### src/verilog/hscr_pkg.sv
// package: constants and carrier types of the hyp system control register block
package hscr_pkg;

  // coprocessor access encoding
  localparam logic [3:0] HSCR_CP_NUM = 4'hF;
  localparam logic [2:0] HSCR_OPC1 = 3'h4;
  localparam logic [3:0] HSCR_CRN = 4'h1;
  localparam logic [3:0] HSCR_CRM_CTRL = 4'h0;
  localparam logic [2:0] HSCR_OPC2_CTRL = 3'h0;
  localparam logic [3:0] HSCR_CRM_AUX = 4'h0;
  localparam logic [2:0] HSCR_OPC2_AUX = 3'h1;

  // field positions
  localparam int HSCR_BIT_STATE_SEL = 30;
  localparam int HSCR_BIT_BYTE_ORDER = 25;
  localparam int HSCR_BIT_FAST_IRQ = 21;
  localparam int HSCR_BIT_WXN = 19;
  localparam int HSCR_BIT_ICACHE = 12;
  localparam int HSCR_BIT_DCACHE = 2;
  localparam int HSCR_BIT_ALIGN = 1;
  localparam int HSCR_BIT_MMU = 0;

  // writable bits, reserved read-as-one bits, value after reset
  localparam logic [31:0] HSCR_WRITE_MASK = 32'h4208_1007;
  localparam logic [31:0] HSCR_RAO_MASK = 32'h30C5_0878;
  localparam logic [31:0] HSCR_RESET_VAL = 32'h0000_0000;
  // value returned for the unimplemented auxiliary register
  localparam logic [31:0] HSCR_AUX_READ_VAL = 32'h0000_0000;

  // processor mode encodings
  localparam logic [4:0] HSCR_MODE_HYP = 5'h1A;
  localparam logic [4:0] HSCR_MODE_MON = 5'h16;

  typedef enum logic [0:0] {
    HSCR_ST_IDLE,
    HSCR_ST_ANSWER
  } hscr_state_e;

  typedef struct packed {
    logic valid;
    logic write;
    logic [2:0] opc1;
    logic [3:0] crn;
    logic [3:0] crm;
    logic [2:0] opc2;
    logic [31:0] wdata;
  } hscr_req_s;

  typedef struct packed {
    logic valid;
    logic undef;
    logic [31:0] rdata;
  } hscr_rsp_s;

  typedef struct packed {
    logic exc_compact_state;
    logic exc_big_endian;
    logic write_forces_no_exec;
    logic icache_en;
    logic dcache_en;
    logic align_check_en;
    logic mmu_en;
  } hscr_ctrl_s;

endpackage

### src/verilog/hscr_access_check.sv
// module: privilege check for hyp register accesses
`timescale 1ns/1ns
`default_nettype none

module hscr_access_check (
  input wire logic [4:0] cpu_mode,
  input wire logic nonsecure_state_flag,
  output logic allowed
);
  import hscr_pkg::*;

  always_comb begin
    allowed = (cpu_mode == HSCR_MODE_HYP) ||
              ((cpu_mode == HSCR_MODE_MON) && nonsecure_state_flag);
  end

endmodule

`default_nettype wire

### src/verilog/hscr_regs.sv
// module: hyp system control register with its control outputs
`timescale 1ns/1ns
`default_nettype none

// What this block does
// - access only hyp, or monitor when nonsecure
// - bit 30 selects exception instruction state
// - exception entry copies bit 25 to endianness
// - bit 25 sets translation table byte order
// - bit 21 reads zero, writes ignored
// - bit 19 forces writable hyp pages no-exec
// - bit 12 enables instruction caches
// - bit 2 enables data and unified caches
// - bit 1 enables alignment fault checking
// - bit 0 enables stage 1 translation
// - auxiliary register unimplemented, reads zero
module hscr_regs (
  input wire logic clock,
  input wire logic rst,
  input wire hscr_pkg::hscr_req_s req,
  input wire logic [4:0] cpu_mode,
  input wire logic nonsecure_state_flag,
  input wire logic hyp_exception_entry,
  input wire logic tt_walk_hyp,
  input wire logic tt_desc_writable,
  output hscr_pkg::hscr_rsp_s rsp,
  output hscr_pkg::hscr_ctrl_s ctrl,
  output logic status_endian_flag,
  output logic status_endian_load,
  output logic tt_big_endian,
  output logic no_exec_attr
);
  import hscr_pkg::*;

  logic [31:0] hyp_system_control;
  logic allowed;
  logic hit_ctrl;
  logic hit_aux;
  logic [31:0] read_view;
  hscr_state_e state;

  hscr_access_check u_check (
    .cpu_mode(cpu_mode),
    .nonsecure_state_flag(nonsecure_state_flag),
    .allowed(allowed)
  );

  always_comb begin
    hit_ctrl = (req.opc1 == HSCR_OPC1) && (req.crn == HSCR_CRN) &&
               (req.crm == HSCR_CRM_CTRL) && (req.opc2 == HSCR_OPC2_CTRL);
    hit_aux = (req.opc1 == HSCR_OPC1) && (req.crn == HSCR_CRN) &&
              (req.crm == HSCR_CRM_AUX) && (req.opc2 == HSCR_OPC2_AUX);
    // fast irq bit is outside the write mask, so it stays zero
    read_view = (hyp_system_control & HSCR_WRITE_MASK) | HSCR_RAO_MASK;
  end

  // register update: only writable bits, only from permitted modes
  always_ff @(posedge clock or posedge rst) begin
    if (rst) begin
      hyp_system_control <= HSCR_RESET_VAL;
    end else if (req.valid && req.write && hit_ctrl && allowed) begin
      hyp_system_control <= req.wdata & HSCR_WRITE_MASK;
    end
  end

  // one-cycle answer to each request
  always_ff @(posedge clock or posedge rst) begin
    if (rst) begin
      state <= HSCR_ST_IDLE;
      rsp <= '0;
    end else begin
      rsp.valid <= req.valid;
      rsp.undef <= 1'b0;
      rsp.rdata <= 32'h0000_0000;
      case (state)
        HSCR_ST_IDLE,
        HSCR_ST_ANSWER: begin
          state <= req.valid ? HSCR_ST_ANSWER : HSCR_ST_IDLE;
          if (req.valid) begin
            if (!allowed || !(hit_ctrl || hit_aux)) begin
              rsp.undef <= 1'b1;
            end else if (hit_aux) begin
              // aux writes are dropped; reads give a fixed value
              rsp.rdata <= HSCR_AUX_READ_VAL;
            end else if (!req.write) begin
              rsp.rdata <= read_view;
            end
          end
        end
        default: begin
          state <= HSCR_ST_IDLE;
        end
      endcase
    end
  end

  // control fields driven to the core
  always_ff @(posedge clock or posedge rst) begin
    if (rst) begin
      ctrl <= '0;
    end else begin
      ctrl.exc_compact_state <= hyp_system_control[HSCR_BIT_STATE_SEL];
      ctrl.exc_big_endian <= hyp_system_control[HSCR_BIT_BYTE_ORDER];
      ctrl.write_forces_no_exec <= hyp_system_control[HSCR_BIT_WXN];
      ctrl.icache_en <= hyp_system_control[HSCR_BIT_ICACHE];
      ctrl.dcache_en <= hyp_system_control[HSCR_BIT_DCACHE];
      ctrl.align_check_en <= hyp_system_control[HSCR_BIT_ALIGN];
      ctrl.mmu_en <= hyp_system_control[HSCR_BIT_MMU];
    end
  end

  // endianness loaded into the status register on hyp exception entry
  always_ff @(posedge clock or posedge rst) begin
    if (rst) begin
      status_endian_flag <= 1'b0;
      status_endian_load <= 1'b0;
    end else begin
      status_endian_load <= hyp_exception_entry;
      if (hyp_exception_entry) begin
        status_endian_flag <= hyp_system_control[HSCR_BIT_BYTE_ORDER];
      end
    end
  end

  // table walk byte order and execute-never forcing
  always_ff @(posedge clock or posedge rst) begin
    if (rst) begin
      tt_big_endian <= 1'b0;
      no_exec_attr <= 1'b0;
    end else begin
      tt_big_endian <= tt_walk_hyp & hyp_system_control[HSCR_BIT_BYTE_ORDER];
      no_exec_attr <= tt_walk_hyp & tt_desc_writable & hyp_system_control[HSCR_BIT_WXN];
    end
  end

endmodule

`default_nettype wire
### config.mk
export PLATFORM = sky130hd
export DESIGN_NAME = hscr_regs
export DESIGN_NICKNAME = d
export VERILOG_FILES = /design/src/verilog/hscr_pkg.sv /design/src/verilog/hscr_access_check.sv /design/src/verilog/hscr_regs.sv
export SDC_FILE = /design/constraint.sdc
export NUM_CORES = 1
export LEC_CHECK = 0
export ABC_AREA = 1
export BUFFER_PORTS_ARGS = -buffer_cell sky130_fd_sc_hd__buf_2
export CAP_MARGIN = 20
export CORE_ASPECT_RATIO = 1.5
export CORE_MARGIN = 2
export CORE_UTILIZATION = 35
export CTS_CLUSTER_SIZE = 40
export DETAILED_ROUTE_END_ITERATION = 12
export PLACE_DENSITY = 0.82
export SYNTH_ARGS = -nofsm -noshare
export SYNTH_HDL_FRONTEND = slang
export SYNTH_SLANG_ARGS = --single-unit
### constraint.sdc
create_clock -name clock -period 0.8 [get_ports clock]
set_input_delay 0.16 -clock clock [delete_from_list [all_inputs] [get_ports clock]]
set_output_delay 0.16 -clock clock [all_outputs]
set_load 0.05 [all_outputs]
==> impl_results.md <==
- Synth warnings: 0
- Pint: 0.00195 W
- Fmax: ~850 MHz
- Commonest non-fill, non-tap cell in the layout: buf_6
- Number of placement rows: 27
- CP max stage cell: dfrtp_4
- FFs w/ async S/R, synth: 100%
- RSZ-0062 raised after global routing: yes
- Placer Congestion: 0.717
- Max_cap viols: 0
- Die Y-Extent: 79 microns
- Synthesized flop and latch total: 28
- Final Hold Vio Count: 0
- Worst Setup End Kind: primary output
- Share of the synthesized area in the top cell type: 53.4%
- DP Wirelength: 1.84 mm
- Clk Latency, worst-skew pair: 0.26 ns
- Critical path type: flip-flop to primary output
- Tot GR Track Use: 11.9%
- CP Buf/Inv Count: 1
- Placed cell area: 1650 sq um
- Synth Instances: 134
- Chip width: ~54 microns
- Post-Syn Area: 1310 sq um
- Vias in the first global route: 865
- N_diodes: 0
- # setup viols final: 31
- Initial DRC Count: 8
- Comb power frac: 18.2%
- Worst Clk Skew: about 0.00053 ns
- H-tree Lvls: 1
- Worst-path clk slew: 0.09 ns
- Sw power: 0.000710 W
- Yosys top cell by area: dfrtp_1
- Largest cells by area after synthesis: dfrtp_1 (53%), buf_4 (14%), nand2_1 (7.1%)
- Boundary Pins: between 100 and 150
- Startpoint Class: flip-flop
- Violated checks: setup timing
- Hold WC Path Type: primary input to flip-flop
- First-pass GRT wire length: around 3.7 mm
- Post-route setup slack: -0.371 ns
- Worst path required time: 0.64 ns
- Die area: 4270 sq um
- CTS tree: yes
- Switching part of the total: a little over a quarter
- Tmin final: 1.17 ns
- Dpl ws: -0.325 ns
- Area Overhead vs Synth: 52.1%
- Max VDD drop: a little under 700 uV
- Tcrit/Tclk final: 146%
- Primary FF master, synth: dfrtp_1
- Post-route DRC violation count: 0
- Critical Path, Cell by Cell: buf_4
- Total wire length: about 2.5 mm
- Number of CTS-inserted buffers: 3
- Power share of the clock group: 27.9%
- CP Max Fanout: 11
- Pwr dens: 1330 nW/um^2
- Largest net degree at the start of global routing: 29
- NumNets Final: 263
- Overflow after GRT: 0
- Routed WL per cell: 10.2 microns
- Post-DRT Antenna Nets: 0
- TritonRoute pass-1 iters: 2
- Top Family by Delay on Critical Path: flip-flops
- Seq/Total Area, Yosys: 53.4%
- Leading cell types in the layout, fill and taps excluded: buf_6 (29), dfrtp_1 (26), buf_2 (25)
- Vias per cell: 4.11
- Post-route insts no fill: 246
- Core box area: 3650 sq um
- Port bufs: 64
- Clk Tree Root Cell: clkbuf_8
- Leakage: 1.12 nW
- Final slew viol count: 0
- DR vias: 1010
- Worst EP arrival: roughly 1 ns
- Finished Cell Area: 2000 sq um
- # clock sinks: 28
- Number of synthesized flops with an enable pin: 0
- Share of layout cells above drive strength 1: roughly three fifths
- Sequential Power Share: 53.9%
- Antenna violations before repair: 0
- Initial core utilization: 36.0%
- CP max stage delay: about 0.53 ns
- Synth unique cells: 16
- Placed Instances: 235
- Status: finished with violations
- CTS max path bufs: 2
- Syn_area_per_cell: about 10 sq um
-- cell type report --
cell class / count / area [sq um]
inverters: 21 / 98.8
well taps: 43 / 53.8
clock buffers: 4 / 45.0
repair buffers: 76 / 632
flip-flops and latches: 28 / 706
multi-input cells: 74 / 462
fillers: 322 / 1650
-- final timing paths --
kind	startpoint	to	slack [ns]	depth (start not counted)
max	rsp[29]	rsp[23]	-0.37	1
max in group asynchronous	rst	rsp[29]	0.16	4
min	hyp_exception_entry	status_endian_load	0.02	1
min in group asynchronous	rst	ctrl[5]	0.47	4
min reg2reg	hyp_system_control[1]	ctrl[1]	0.41	0
max reg2reg	hyp_system_control[25]	status_endian_flag	0.09	2
-- layer usage --
metal / GRT usage, % / up-vias / part of all wire (%)
met5: 0 / - / 0
met4: 7.50 / 0 / 2.3
met3: 2.07 / 4 / 7.6
met2: 22.2 / 56 / 60
met1: 10.9 / 452 / 30
li1: - / 498 / -
-- power groups by stage --
stage,Combinational (W),Sequential [W],Clock (W)
after floorplan,0.000291,0.00150,0
after global placement,0.000412,0.00146,0
after detailed placement,0.000416,0.00146,0
after CTS,0.000446,0.00143,0.000771
after global routing,0.000519,0.00143,0.000811
final,0.000484,0.00143,0.000741
-- kinds of logic (layout without fill, tap and decap cells) --
logic type / count (synthesis) / count (layout) / synth area share [%]
flops: 28 / 28 / 53.4
simple gates: 59 / 59 / 26.2
other cells: 1 / 14 / 0.286
compound gates: 1 / 1 / 0.381
buf+inv: 45 / 101 / 19.7
-- cells in the mapped netlist (2+ instances only) --
cell,count
nor2_4,3
buf_4,24
nor2_2,9
inv_2,2
inv_1,19
nand4_1,7
dfrtp_1,28
nand2_1,25
nand2_2,2
nor2_1,9
-- through the flow --
stage               power [W]  hold slack (ns)  setup TNS, ns  util [%]
finish                0.00266           0.0190          -7.19      54.7
global route          0.00276           0.0153          -8.49      54.7
CTS                   0.00265           0.0128          -7.48      52.1
detailed placement    0.00187            0.205          -5.60      45.3
global placement      0.00187            0.200          -5.13      45.3
floorplan             0.00179            0.191          -2.93         -
-- repair_timing --
item	CTS	global route
hold endpoints to repair	28	0
setup buffers	3	3
hold buffers	1	0
setup endpoints to repair	45	47
gates resized for setup	55	23
pin swaps	8	17
-- registers in the layout, indices dropped and copies added (netlist names) --
register,cells
no_exec_attr,1
ctrl,7
status_endian_load,1
rsp,10
hyp_system_control,7
tt_big_endian,1
status_endian_flag,1
Power figures use the tool's default switching activity.
